===== src/verilog/bsq_regs.svh =====
// Purpose: Register offsets, field positions, reset values and fixed counts of the branch sequencer.
// Assumes: Included by its bare name from the package and the design module.
// Notes:   Offsets are byte addresses on the Avalon-MM slave; each register is one 32-bit word.
`ifndef BSQ_REGS_SVH
`define BSQ_REGS_SVH

`define BSQ_ADDR_W         4
`define BSQ_OFF_STATUS     4'h0
`define BSQ_OFF_EPTR       4'h4
`define BSQ_OFF_PADDR      4'h8
`define BSQ_OFF_STATE      4'hC

`define BSQ_STAT_BOUND_BIT 0
`define BSQ_STAT_FREQ_BIT  1
`define BSQ_STAT_EPTR_LSB  4

`define BSQ_EPTR_RST       4'h0
`define BSQ_PADDR_RST      16'h0000
`define BSQ_EPTR_BOUND     4'hE

`define BSQ_STEP_SHORT     16'h0001
`define BSQ_STEP_LONG      16'h0002

`define BSQ_OPC_MSB        15
`define BSQ_OPC_LSB        9
`define BSQ_UNCOND_TAG     4'h7
`define BSQ_COND_TAG       2'h2

`endif


===== src/verilog/bsq_pkg.sv =====
// Purpose: Types shared by the branch sequencer and its bench.
// Assumes: bsq_regs.svh holds the register and opcode constants; state and criterion encodings are set here.
// Notes:   States are one-hot; structs carry grouped request and answer signals.
`include "bsq_regs.svh"

package bsq_pkg;

  typedef logic [15:0] bsq_word_t;

  typedef enum logic [7:0] {
    ST_IDLE   = 8'h01,
    ST_COND   = 8'h02,
    ST_RP     = 8'h04,
    ST_BG     = 8'h08,
    ST_ADD    = 8'h10,
    ST_LOADP  = 8'h20,
    ST_FETCH  = 8'h40,
    ST_WAITII = 8'h80
  } bsq_state_e;

  typedef enum logic [1:0] {
    CRIT_CARRY_ZERO = 2'h0,
    CRIT_CARRY_SET  = 2'h1,
    CRIT_ACC_ZERO   = 2'h2,
    CRIT_ACC_NONZ   = 2'h3
  } bsq_crit_e;

  typedef struct packed {
    logic      valid;
    bsq_word_t pAddr;
    bsq_word_t parcel;
  } bsq_issue_s;

  typedef struct packed {
    logic      isBranch;
    logic      cond;
    logic [2:0] mode;
    bsq_crit_e crit;
    logic [8:0] d;
    bsq_word_t pAddr;
  } bsq_op_s;

  typedef struct packed {
    logic      req;
    bsq_word_t addr;
  } bsq_fetch_s;

  typedef struct packed {
    logic      valid;
    logic [3:0] ptr;
    bsq_word_t data;
  } bsq_push_s;

  typedef struct packed {
    logic      valid;
    bsq_word_t addr;
  } bsq_seq_s;

endpackage : bsq_pkg


===== src/verilog/bsq_branch_sequencer.sv =====
// Purpose: Branch sequencer: unconditional modes 070-077 and conditional branches 100-137.
// Assumes: All inputs come from logic on clk_sys; parcel opcode in bits 15:9, designator in 8:0.
// Notes:   Accumulator and carry are only read here; the target sum uses private registers.
`timescale 1ns/10ps
`include "bsq_regs.svh"

// Function
// (RULE1) Indexed return pushes P+2, advances exit pointer.
// (RULE2) Indexed target is operand register plus parcel.
// (RULE3) Target addition is 16-bit two's complement.
// (RULE4) Accumulator and carry untouched; background adder only.
// (RULE5) Boundary flag when advanced pointer equals 14.
// (RULE6) Fetch-request flag when base operand is zero.
// (RULE7) Hold issue until new instruction reaches issue.
// (RULE8) CP1 designator to index; CP2 background loads.
// (RULE9) Addend load waits for missing next parcel.
// (RULE10) CP3 add, advance; CP4 push, P, fetch.
// (RULE11) Fetch waits for acceptance, then instruction arrives.
// (RULE12) Opcodes 100-137 are conditional forms of 070-077.
// (RULE13) Low two bits select criterion; group selects mode.
// (RULE14) Carry criteria test carry clear or set.
// (RULE15) Accumulator criteria test zero or nonzero.
// (RULE16) Taken conditional follows unconditional schedule.
// (RULE17) Criterion valid one cycle after accumulator load.
// (RULE18) Valid criterion, not taken: next issues immediately.
// (RULE19) Relative modes add or subtract unsigned 9-bit designator.
// (RULE20) Other return modes push next sequential address.
// (RULE21) Untaken two-parcel branch skips its constant parcel.
module bsq_branch_sequencer
  import bsq_pkg::*;
(
  input  wire logic                       clk_sys,
  input  wire logic                       rst,
  input  wire bsq_issue_s                 issueIn,
  input  wire bsq_word_t                  nextParcel,
  input  wire logic                       nextParcelValid,
  input  wire bsq_word_t                  operandData,
  input  wire bsq_word_t                  accData,
  input  wire logic                       carryFlag,
  input  wire logic                       accLoad,
  input  wire logic                       fetchAccept,
  input  wire logic                       iiLoaded,
  input  wire logic [`BSQ_ADDR_W-1:0]     avAddress,
  input  wire logic                       avRead,
  input  wire logic                       avWrite,
  input  wire logic [31:0]                avWritedata,
  input  wire logic [3:0]                 avByteenable,
  output logic [31:0]                     avReaddata_q,
  output logic                            avWaitrequest_q,
  output logic [8:0]                      operandIdx_q,
  output logic                            issueHold_q,
  output bsq_fetch_s                      fetchOut_q,
  output bsq_push_s                       pushOut_q,
  output bsq_seq_s                        seqOut_q,
  output bsq_word_t                       pAddr_q,
  output logic                            boundaryFlag_q,
  output logic                            fetchFlag_q
);

  bsq_state_e state_q;
  bsq_state_e state_d;
  bsq_op_s    op_q;
  bsq_op_s    issueOp;
  bsq_op_s    curOp;
  bsq_word_t  bgAcc_q;
  bsq_word_t  bgAdd_q;
  bsq_word_t  sum;
  logic [3:0] ePtr_q;
  logic [3:0] ePtrInc;
  logic       evalNow;
  logic       takeNow;
  logic       skipNow;
  logic       waitCrit;
  logic       opReg;
  logic       opRet;
  logic       opK;
  logic       curReg;
  logic       curK;
  logic       bgReady;
  logic       busAct;
  logic       busWr;
  logic       busRd;

  // Splits a parcel into mode, criterion and designator.
  function automatic bsq_op_s bsqDecode(input bsq_issue_s iss);
    bsq_op_s    o;
    logic [6:0] opc;
    opc        = iss.parcel[`BSQ_OPC_MSB:`BSQ_OPC_LSB];
    o.d        = iss.parcel[8:0];
    o.pAddr    = iss.pAddr;
    o.isBranch = 1'b0;
    o.cond     = 1'b0;
    o.mode     = opc[2:0];
    o.crit     = CRIT_CARRY_ZERO;
    if (opc[6:3] == `BSQ_UNCOND_TAG) begin
      o.isBranch = 1'b1;
    end else if (opc[6:5] == `BSQ_COND_TAG) begin // RULE12
      o.isBranch = 1'b1;
      o.cond     = 1'b1;
      o.mode     = opc[4:2]; // RULE13
      o.crit     = bsq_crit_e'(opc[1:0]); // RULE13
    end
    return o;
  endfunction : bsqDecode

  // Evaluates one branch criterion against the live carry and accumulator.
  function automatic logic bsqCrit(input bsq_crit_e c, input logic cy, input bsq_word_t acc);
    logic r;
    case (c)
      CRIT_CARRY_ZERO: r = !cy; // RULE14
      CRIT_CARRY_SET:  r = cy; // RULE14
      CRIT_ACC_ZERO:   r = (acc == 16'h0000); // RULE15
      CRIT_ACC_NONZ:   r = (acc != 16'h0000); // RULE15
      default:         r = 1'b0;
    endcase
    return r;
  endfunction : bsqCrit

  // Mode bit 2 marks register-based modes, bit 1 return modes, bits 2 and 0 the k parcel.
  function automatic logic [2:0] bsqModeFlags(input logic [2:0] m);
    return {m[2], m[1], m[2] & m[0]};
  endfunction : bsqModeFlags

  always_comb begin
    issueOp = bsqDecode(issueIn);
    curOp   = (state_q == ST_COND) ? op_q : issueOp;
    {curReg, opRet, curK} = bsqModeFlags(curOp.mode);
    {opReg, opRet, opK}   = bsqModeFlags(op_q.mode);
    waitCrit = (state_q == ST_IDLE) && issueIn.valid && issueOp.isBranch
               && issueOp.cond && accLoad; // RULE17
    evalNow = 1'b0;
    if (state_q == ST_IDLE) begin
      evalNow = issueIn.valid && issueOp.isBranch && !waitCrit;
    end else if (state_q == ST_COND) begin
      evalNow = !accLoad; // RULE17
    end
    takeNow = evalNow && (!curOp.cond || bsqCrit(curOp.crit, carryFlag, accData));
    skipNow = evalNow && !takeNow;
    bgReady = !(opReg && opK) || nextParcelValid; // RULE9
    ePtrInc = ePtr_q + 4'h1;
  end

  // The sum is formed only from the background registers, never the live accumulator.
  always_comb begin
    if (!op_q.mode[2] && op_q.mode[0]) begin
      sum = bgAcc_q - bgAdd_q; // RULE19 RULE3
    end else begin
      sum = bgAcc_q + bgAdd_q; // RULE3 RULE4
    end
  end

  always_comb begin
    state_d = state_q;
    case (state_q)
      ST_IDLE: begin
        if (waitCrit) begin
          state_d = ST_COND;
        end else if (takeNow) begin
          state_d = curReg ? ST_RP : ST_BG; // RULE16
        end
      end
      ST_COND: begin
        if (takeNow) begin
          state_d = curReg ? ST_RP : ST_BG; // RULE16
        end else if (skipNow) begin
          state_d = ST_IDLE;
        end
      end
      ST_RP:     state_d = ST_BG; // RULE8
      ST_BG:     state_d = bgReady ? ST_ADD : ST_BG; // RULE9
      ST_ADD:    state_d = opReg ? ST_FETCH : ST_LOADP; // RULE10
      ST_LOADP:  state_d = ST_FETCH;
      ST_FETCH:  state_d = fetchAccept ? ST_WAITII : ST_FETCH; // RULE11
      ST_WAITII: state_d = iiLoaded ? ST_IDLE : ST_WAITII; // RULE11
      default:   state_d = ST_IDLE;
    endcase
  end

  // Hold follows the next state so that an untaken branch stalls issue only for the ST_COND cycle while its criterion forms.
  always_ff @(posedge clk_sys) begin
    if (rst) begin
      state_q     <= ST_IDLE;
      issueHold_q <= 1'b0;
    end else begin
      state_q     <= state_d;
      issueHold_q <= (state_d != ST_IDLE); // RULE7 RULE17 RULE18
    end
  end

  always_ff @(posedge clk_sys) begin
    if (rst) begin
      op_q <= '0;
    end else if (state_q == ST_IDLE && issueIn.valid) begin
      op_q <= issueOp;
    end
  end

  always_ff @(posedge clk_sys) begin
    if (rst) begin
      operandIdx_q <= 9'h000;
    end else if (takeNow && curReg) begin
      operandIdx_q <= curOp.d; // RULE8
    end
  end

  always_ff @(posedge clk_sys) begin
    if (rst) begin
      bgAcc_q <= 16'h0000;
      bgAdd_q <= 16'h0000;
    end else if (state_q == ST_BG && bgReady) begin
      if (opReg) begin
        bgAcc_q <= operandData; // RULE8
        bgAdd_q <= opK ? nextParcel : 16'h0000; // RULE2 RULE9
      end else begin
        bgAcc_q <= op_q.pAddr;
        bgAdd_q <= {7'h00, op_q.d}; // RULE19
      end
    end
  end

  always_ff @(posedge clk_sys) begin
    if (rst) begin
      pAddr_q    <= `BSQ_PADDR_RST;
      fetchOut_q <= '0;
    end else begin
      if (state_q == ST_ADD) begin
        pAddr_q <= sum; // RULE2 RULE10
      end
      if (state_q == ST_ADD && opReg) begin
        fetchOut_q.req  <= 1'b1; // RULE10
        fetchOut_q.addr <= sum;
      end else if (state_q == ST_LOADP) begin
        fetchOut_q.req  <= 1'b1;
        fetchOut_q.addr <= pAddr_q;
      end else if (state_q == ST_FETCH && fetchAccept) begin
        fetchOut_q.req  <= 1'b0; // RULE11
      end
    end
  end

  // A bus write to the pointer loses against a hardware advance in the same cycle.
  always_ff @(posedge clk_sys) begin
    if (rst) begin
      ePtr_q    <= `BSQ_EPTR_RST;
      pushOut_q <= '0;
    end else begin
      pushOut_q.valid <= 1'b0;
      if (state_q == ST_ADD && opRet) begin
        ePtr_q          <= ePtrInc; // RULE1 RULE10
        pushOut_q.valid <= 1'b1;
        pushOut_q.ptr   <= ePtrInc;
        pushOut_q.data  <= op_q.pAddr + (opK ? `BSQ_STEP_LONG : `BSQ_STEP_SHORT); // RULE1 RULE20
      end else if (busWr && avAddress == `BSQ_OFF_EPTR && avByteenable[0]) begin
        ePtr_q <= avWritedata[3:0];
      end
    end
  end

  always_ff @(posedge clk_sys) begin
    if (rst) begin
      seqOut_q <= '0;
    end else begin
      seqOut_q.valid <= skipNow; // RULE18
      if (skipNow) begin
        seqOut_q.addr <= curOp.pAddr + (curK ? `BSQ_STEP_LONG : `BSQ_STEP_SHORT); // RULE21
      end
    end
  end

  // Flags are write-one-to-clear; a set in the same cycle wins.
  always_ff @(posedge clk_sys) begin
    if (rst) begin
      boundaryFlag_q <= 1'b0;
      fetchFlag_q    <= 1'b0;
    end else begin
      if (state_q == ST_ADD && opRet && ePtrInc == `BSQ_EPTR_BOUND) begin
        boundaryFlag_q <= 1'b1; // RULE5
      end else if (busWr && avAddress == `BSQ_OFF_STATUS && avByteenable[0]
                   && avWritedata[`BSQ_STAT_BOUND_BIT]) begin
        boundaryFlag_q <= 1'b0;
      end
      if (state_q == ST_BG && bgReady && opReg && operandData == 16'h0000) begin
        fetchFlag_q <= 1'b1; // RULE6
      end else if (busWr && avAddress == `BSQ_OFF_STATUS && avByteenable[0]
                   && avWritedata[`BSQ_STAT_FREQ_BIT]) begin
        fetchFlag_q <= 1'b0;
      end
    end
  end

  // Every access takes exactly one wait cycle; reads are captured on the first cycle.
  always_comb begin
    busAct = (avRead || avWrite) && !avWaitrequest_q;
    busWr  = busAct && avWrite;
    busRd  = (avRead && avWaitrequest_q);
  end

  always_ff @(posedge clk_sys) begin
    if (rst) begin
      avWaitrequest_q <= 1'b1;
      avReaddata_q    <= 32'h00000000;
    end else begin
      avWaitrequest_q <= !((avRead || avWrite) && avWaitrequest_q);
      if (busRd) begin
        case (avAddress)
          `BSQ_OFF_STATUS: avReaddata_q <= {24'h000000, ePtr_q, 2'h0, fetchFlag_q,
                                            boundaryFlag_q};
          `BSQ_OFF_EPTR:   avReaddata_q <= {28'h0000000, ePtr_q};
          `BSQ_OFF_PADDR:  avReaddata_q <= {16'h0000, pAddr_q};
          `BSQ_OFF_STATE:  avReaddata_q <= {24'h000000, state_q};
          default:         avReaddata_q <= 32'h00000000;
        endcase
      end
    end
  end

endmodule : bsq_branch_sequencer


===== config.mk =====
export PLATFORM = sky130hd
export DESIGN_NAME = bsq_branch_sequencer
export DESIGN_NICKNAME = d
export VERILOG_FILES = /design/src/verilog/bsq_pkg.sv /design/src/verilog/bsq_branch_sequencer.sv
export VERILOG_INCLUDE_DIRS = /design/src /design/src/verilog
export SDC_FILE = /design/constraint.sdc
export NUM_CORES = 1
export LEC_CHECK = 0
export ABC_AREA = 0
export BUFFER_PORTS_ARGS = -buffer_cell sky130_fd_sc_hd__buf_2
export CAP_MARGIN = 10
export CELL_PAD_IN_SITES_DETAIL_PLACEMENT = 0
export CELL_PAD_IN_SITES_GLOBAL_PLACEMENT = 1
export CORE_AREA = 2 2 148 179
export CTS_CLUSTER_SIZE = 12
export DETAILED_ROUTE_END_ITERATION = 10
export DIE_AREA = 0 0 150 181
export GPL_ROUTABILITY_DRIVEN = 0
export HOLD_SLACK_MARGIN = 0.03
export PLACE_DENSITY_LB_ADDON = 0.1
export SLEW_MARGIN = 30
export SYNTH_ARGS = -nofsm -noshare
export SYNTH_HDL_FRONTEND = slang
export SYNTH_SLANG_ARGS = --single-unit

===== constraint.sdc =====
create_clock -name clk_sys -period 4.35 [get_ports clk_sys]
set_input_delay 1.0875 -clock clk_sys [delete_from_list [all_inputs] [get_ports clk_sys]]
set_output_delay 1.0875 -clock clk_sys [all_outputs]
set_load 0.005 [all_outputs]

# After elaboration in Yosys (flattened, before gate mapping)
# Cells that the tools add are included.
# Widths: inputs -> output; s select.
totals:
  ff_bits: 191
  in_bits: 130
  output_inout_bits: 116
  word_cells: 133
classes:
  addsub: 5
  eq_ne: 18
  mux: 35
  n_bitwise: 2
  reduce_logical: 50
ops:
  columns: ["op", "n"]
  rows:
  - ["$mux 16", 5]
  - ["$pmux 16 s4", 1]
  - ["$pmux 8 s8", 1]
  - ["$mux 8", 6]
  - ["$add 16x2->16", 2]
  - ["$logic_not 16->1", 2]
  - ["$mux 31", 1]
  - ["$logic_and 1x1->1", 28]
  - ["$mux 21", 1]
  - ["$mux 17", 1]
  - ["$add 16x16->16", 1]
  - ["$reduce_bool 16->1", 1]
  - ["$sub 16x16->16", 1]
  - ["$mux 7", 2]
  - ["$eq 4x4->1 const B", 3]
  - ["$mux 4", 3]
  - ["$logic_not 1->1", 9]
  - ["$mux 1", 9]
  - ["$eq 4x3->1 const B", 2]
  - ["$eq 8x1->1 const B", 1]
  - ["$eq 8x2->1 const B", 1]
  - ["$eq 8x3->1 const B", 1]
  - ["$eq 8x4->1 const B", 1]
  - ["$eq 8x5->1 const B", 1]
  - ["17 further kinds", 26]

# Longest topological paths before layout
logic_depth:
  depth_word: 16
  depth_mapped: 17
  ltp_nobuf: 13

# Worst setup path before layout
# No wires, ideal clock.
synth_timing:
  kind: "register to register"
  start: "register state_q[5]"
  end: "register seqOut_q[12] (netlist name)"
  setup_ns: 0.134
  arrival_ns: 3.492
  required_time_ns: 4.216
  setup_slack_ns: 0.724
  stages_incl_launch_ff: 17
  n_path_buf: 5
  period_less_slack_ns: 3.626
  path_cell_list: "dfxtp_1 > buf_6 > or3_1 > buf_2 > or4_1 > clkbuf_1 > clkbuf_1 > o211ai_1 > a21boi_1 > inv_1 > fa_1 > clkbuf_1 > inv_1 > nor3_1 > a32o_1 > a221oi_1 > o41ai_1"
synth_via:
  elab_chain_cells: 11
  word_cells_on_any_way: 24
  classes_between: "add/sub: 1; eq/ne: 5; mux: 5; bitwise: 1; reduce/logical: 12"
synth_rtl:
  columns: ["element", "line", "source"]
  rows:
  - ["from (decl)", "bsq_branch_sequencer.sv:60", "bsq_state_e state_q;"]
  - ["from (signal assigned)", "bsq_branch_sequencer.sv:185", "state_q <= state_d;"]
  - ["parallel branches: the longest is 11 deep, another holds $add 16x2->16", null, null]
  - ["to (decl)", "bsq_branch_sequencer.sv:54", "output bsq_seq_s seqOut_q,"]
# Parallel ways; which one is timed is not known.
# A chain may end at the register's enable or synchronous reset.

# Worst setup path after layout
layout_timing:
  start: "register state_q[5]"
  end: "register seqOut_q[4] (netlist name)"
# The elaborated chain is that of the path after synthesis.

==> results by group <==
Timing
  – Fmax: approximately 270 MHz
  – Final setup viols: 0
  – Max-slew violation count: 0
  – RSZ-0062 raised after global routing: no
  – Crit path time final: around 3.8 ns
  – Total negative slack: 0 ns
  – Measured slew at the worst slew-check pin: 0.865 ns
  – Final Hold Viols: 0
  – Clk_skew: ~0.013 ns
  – Worst rel slew slack: a little over two fifths
  – Fin crit share: between 80% and 90%

Synthesis
  – Synth unique cells: just under 80
  – Area of the mapped netlist: slightly below 10000 µm²
  – Synth Area in Simple Gates: between 20 and 25%
  – Adder-cell share of the synthesized area: 3.42%
  – Synth cell count leaders: 175 x dfxtp_1, 147 x nand2_1, 113 x nor2_1
  – Top-area cell type share of the netlist area: 35.7%
  – Dominant cells by area after synthesis: dfxtp_1 36%, nand2_1 5.6%, a21oi_1 5.6%, nor2_1 4.3%, a211oi_1 4.3%
  – Post-synthesis xor/xnor area fraction: under 10%
  – Main synth FF type: dfxtp_1
  – EDFF count, synth: 0
  – Compound-Gate Fraction of Synth Area: between 20% and 30%
  – Largest family of logic cells by synthesized area: simple AND/OR/NAND/NOR gates
  – #FFs+latches synth: 175
  – Cells after synthesis: ~1.2k
  – FFs w/ async S/R, synth: 0%
  – Largest area contributor in the netlist: dfxtp_1
  – Yosys Warn Count: 0
  – Register area share after synthesis: between 30% and 40%
  – Syn Area/Cell: between 8 and 9 µm²
  – Count leader, synth: dfxtp_1
  – Post-synthesis mux area share: under 10%

Placement
  – Dpl cell area: 11000 µm²
  – Post-DP HPWL: 23.5 mm
  – IO Port Bufs: ~200

Layout
  – Post-layout utilization of the core: roughly 45%
  – Register Area: roughly 3500 µm²
  – Antenna Cells: 0
  – Area delta synth->final: 17.2%
  – Final net count: 1503
  – Multi-input logic area: roughly 6000 µm²
  – Fill cell count: ~2.6k
  – Final non-filler cell area: roughly 12000 µm²
  – Share of cells above drive strength 1: roughly a fifth

Clock network
  – Cts hold-fix bufs: 0
  – Clock sinks: ~180
  – # Post-CTS Setup Buffers: 0
  – Clock Tree Buf Depth: 2
  – CTS H-tree lvls: 4
  – CTS resizes: 0
  – Clock Tree Root: clkbuf_16
  – Clk_lat worst skew: 0.44 ns
  – Clock slew at reported path FFs: about 0.080 ns
  – CTS Buf Count: 17
  – CTS tree: built

Floorplan
  – Core ar.: between 20000 and 30000 µm²
  – # IOs: roughly 250
  – Die area: 27200 µm²
  – Row count: between 60 and 70
  – Die X-Extent: ~150 µm
  – Die height: about 180 µm
  – Starting density of the core: about two fifths

Flow run
  – Max cap viols: 0

Route
  – Iteration count of the initial detailed-routing pass: 7
  – DRT antenna net count: 0
  – # DRC: 0
  – DR vias/cell: roughly 5.4
  – Final wirelength: ~31 mm
  – DR vias: between 9k and 10k
  – Initial detailed-routing violation count: 472
  – DR WL/cell: 18.6 µm

Setup path
  – Critical path capture point type: register
  – Worst-path maximum fanout: 17
  – CP startpoint kind: register
  – Crit path kind: reg2reg
  – Required time worst endpoint: 4.72 ns
  – CP arrival: 4.13 ns

Global routing
  – Vias in the first global route: 8599
  – Tot GR Track Use: ~23%
  – Overflow after GRT: 0
  – Global-route wire length before repair: 48.8 mm
  – Largest net degree at the start of global routing: approximately 170
  – Initial antenna violation count: 0

Status
  – Status: finished, final reports clean

Pwr
  – Cell Pwr Density: between 300 and 400 nW/µm²
  – Leak: about 4.7 nW
  – VDD IR-drop max: 230 µV

Min path
  – Worst Hold Class: reg2reg
[path summary, 6_finish.rpt]
path / slack, ns / cells after the start / to / startpoint
setup / recovery: 0.59 / 13 / seqOut_q[4] / state_q[5]
hold / removal: 0.43 / 1 / avWaitrequest_q / avWaitrequest_q
hold reg to reg: 0.43 / 1 / avWaitrequest_q / avWaitrequest_q
setup reg to reg: 0.59 / 13 / seqOut_q[4] / state_q[5]
[metal layers]
metal / vias to the layer above / global-route usage (%) / wire, µm
met5: - / 0 / 0
met3: 33 / 3.38 / 1250
met1: 4260 / 30.8 / 14200
li1: 4595 / - / -
met4: 0 / 6.15 / 592
met2: 227 / 38.7 / 15400
[registers in the layout, indices dropped and copies added (netlist names)]
name / cells
fetchOut_q: 17
boundaryFlag_q: 1
operandIdx_q: 9
seqOut_q: 17
pAddr_q: 16
pushOut_q: 21
avReaddata_q: 16
opReg: 1
state_q: 8
ePtr_q: 4
fetchFlag_q: 1
bgAcc_q: 16
opRet: 1
issueHold_q: 1
bgAdd_q: 16
avWaitrequest_q: 1
op_q: 29
[where the power goes]
group	leakage, nW	total, W	switching (W)	internal, W
logic	2.99	0.000554	0.000338	0.000216
clock network	0.252	0.00147	0.000685	0.000789
registers	1.42	0.00171	0.0000708	0.00164
[final cells by class]
type,instances,share of cell area (%)
clock buffer,19,3.76
timing repair buffer,215,9.85
multi-input combinational,924,50.9
clock inverter,12,0.979
sequential,175,30.5
inverter,15,0.489
tap,330,3.59
[placed cells by master, fill, tap and decap left out, drive strengths merged, types with 9 or more instances in the layout]
master  netlist  routed
o31ai        12      12
ha           22      22
xor2         20      20
xnor2        32      32
a22oi        19      19
mux2i        33      33
dfxtp       175     175
nand2       147     147
o21ai        40      40
nor2        113     113
nor3         31      31
a21oi       109     109
inv          14      17
a211oi       57      57
nand3        39      39
a31oi        10      10
nand4        19      19
nor2b        28      28
nor4         16      16
buf          34     215
conb          1      16
a21o         10      10
mux2         25      25
clkbuf       66      19
o21a          9       9
[worst max-delay path, cell delays in order (launching register included)]
cell,delay [ns]
dfxtp_1,0.41
or3_1,0.54
or4_1,0.60
buf_4,0.24
nand2_1,0.08
nand2_1,0.05
ha_1,0.22
fa_1,0.53
nand3_1,0.16
xnor2_1,0.12
nor2_1,0.05
a211oi_1,0.44
o21ai_0,0.16
o21ai_0,0.09
[per-stage QoR]
step	hold slack, ns	setup WS [ns]	total power (W)	instances
final	0.435	0.589	0.00374	1690
after global placement	0.421	0.571	0.00230	1659
after detailed placement	0.421	0.576	0.00230	1659
after global routing	0.468	0.369	0.00391	1690
after CTS	0.436	0.650	0.00378	1690
after floorplan	0.422	0.724	0.00211	1214
[cells by family after synthesis]
family                   after synthesis
AO/OA/AOI/OAI                        315
XOR/XNOR                              52
adder cells (fa/ha/maj)               25
buffers and inverters                115
flip-flops                           175
multiplexers                          60
other                                  1
AND/OR/NAND/NOR                      456
No activity file was read; power rests on OpenSTA's default activity.
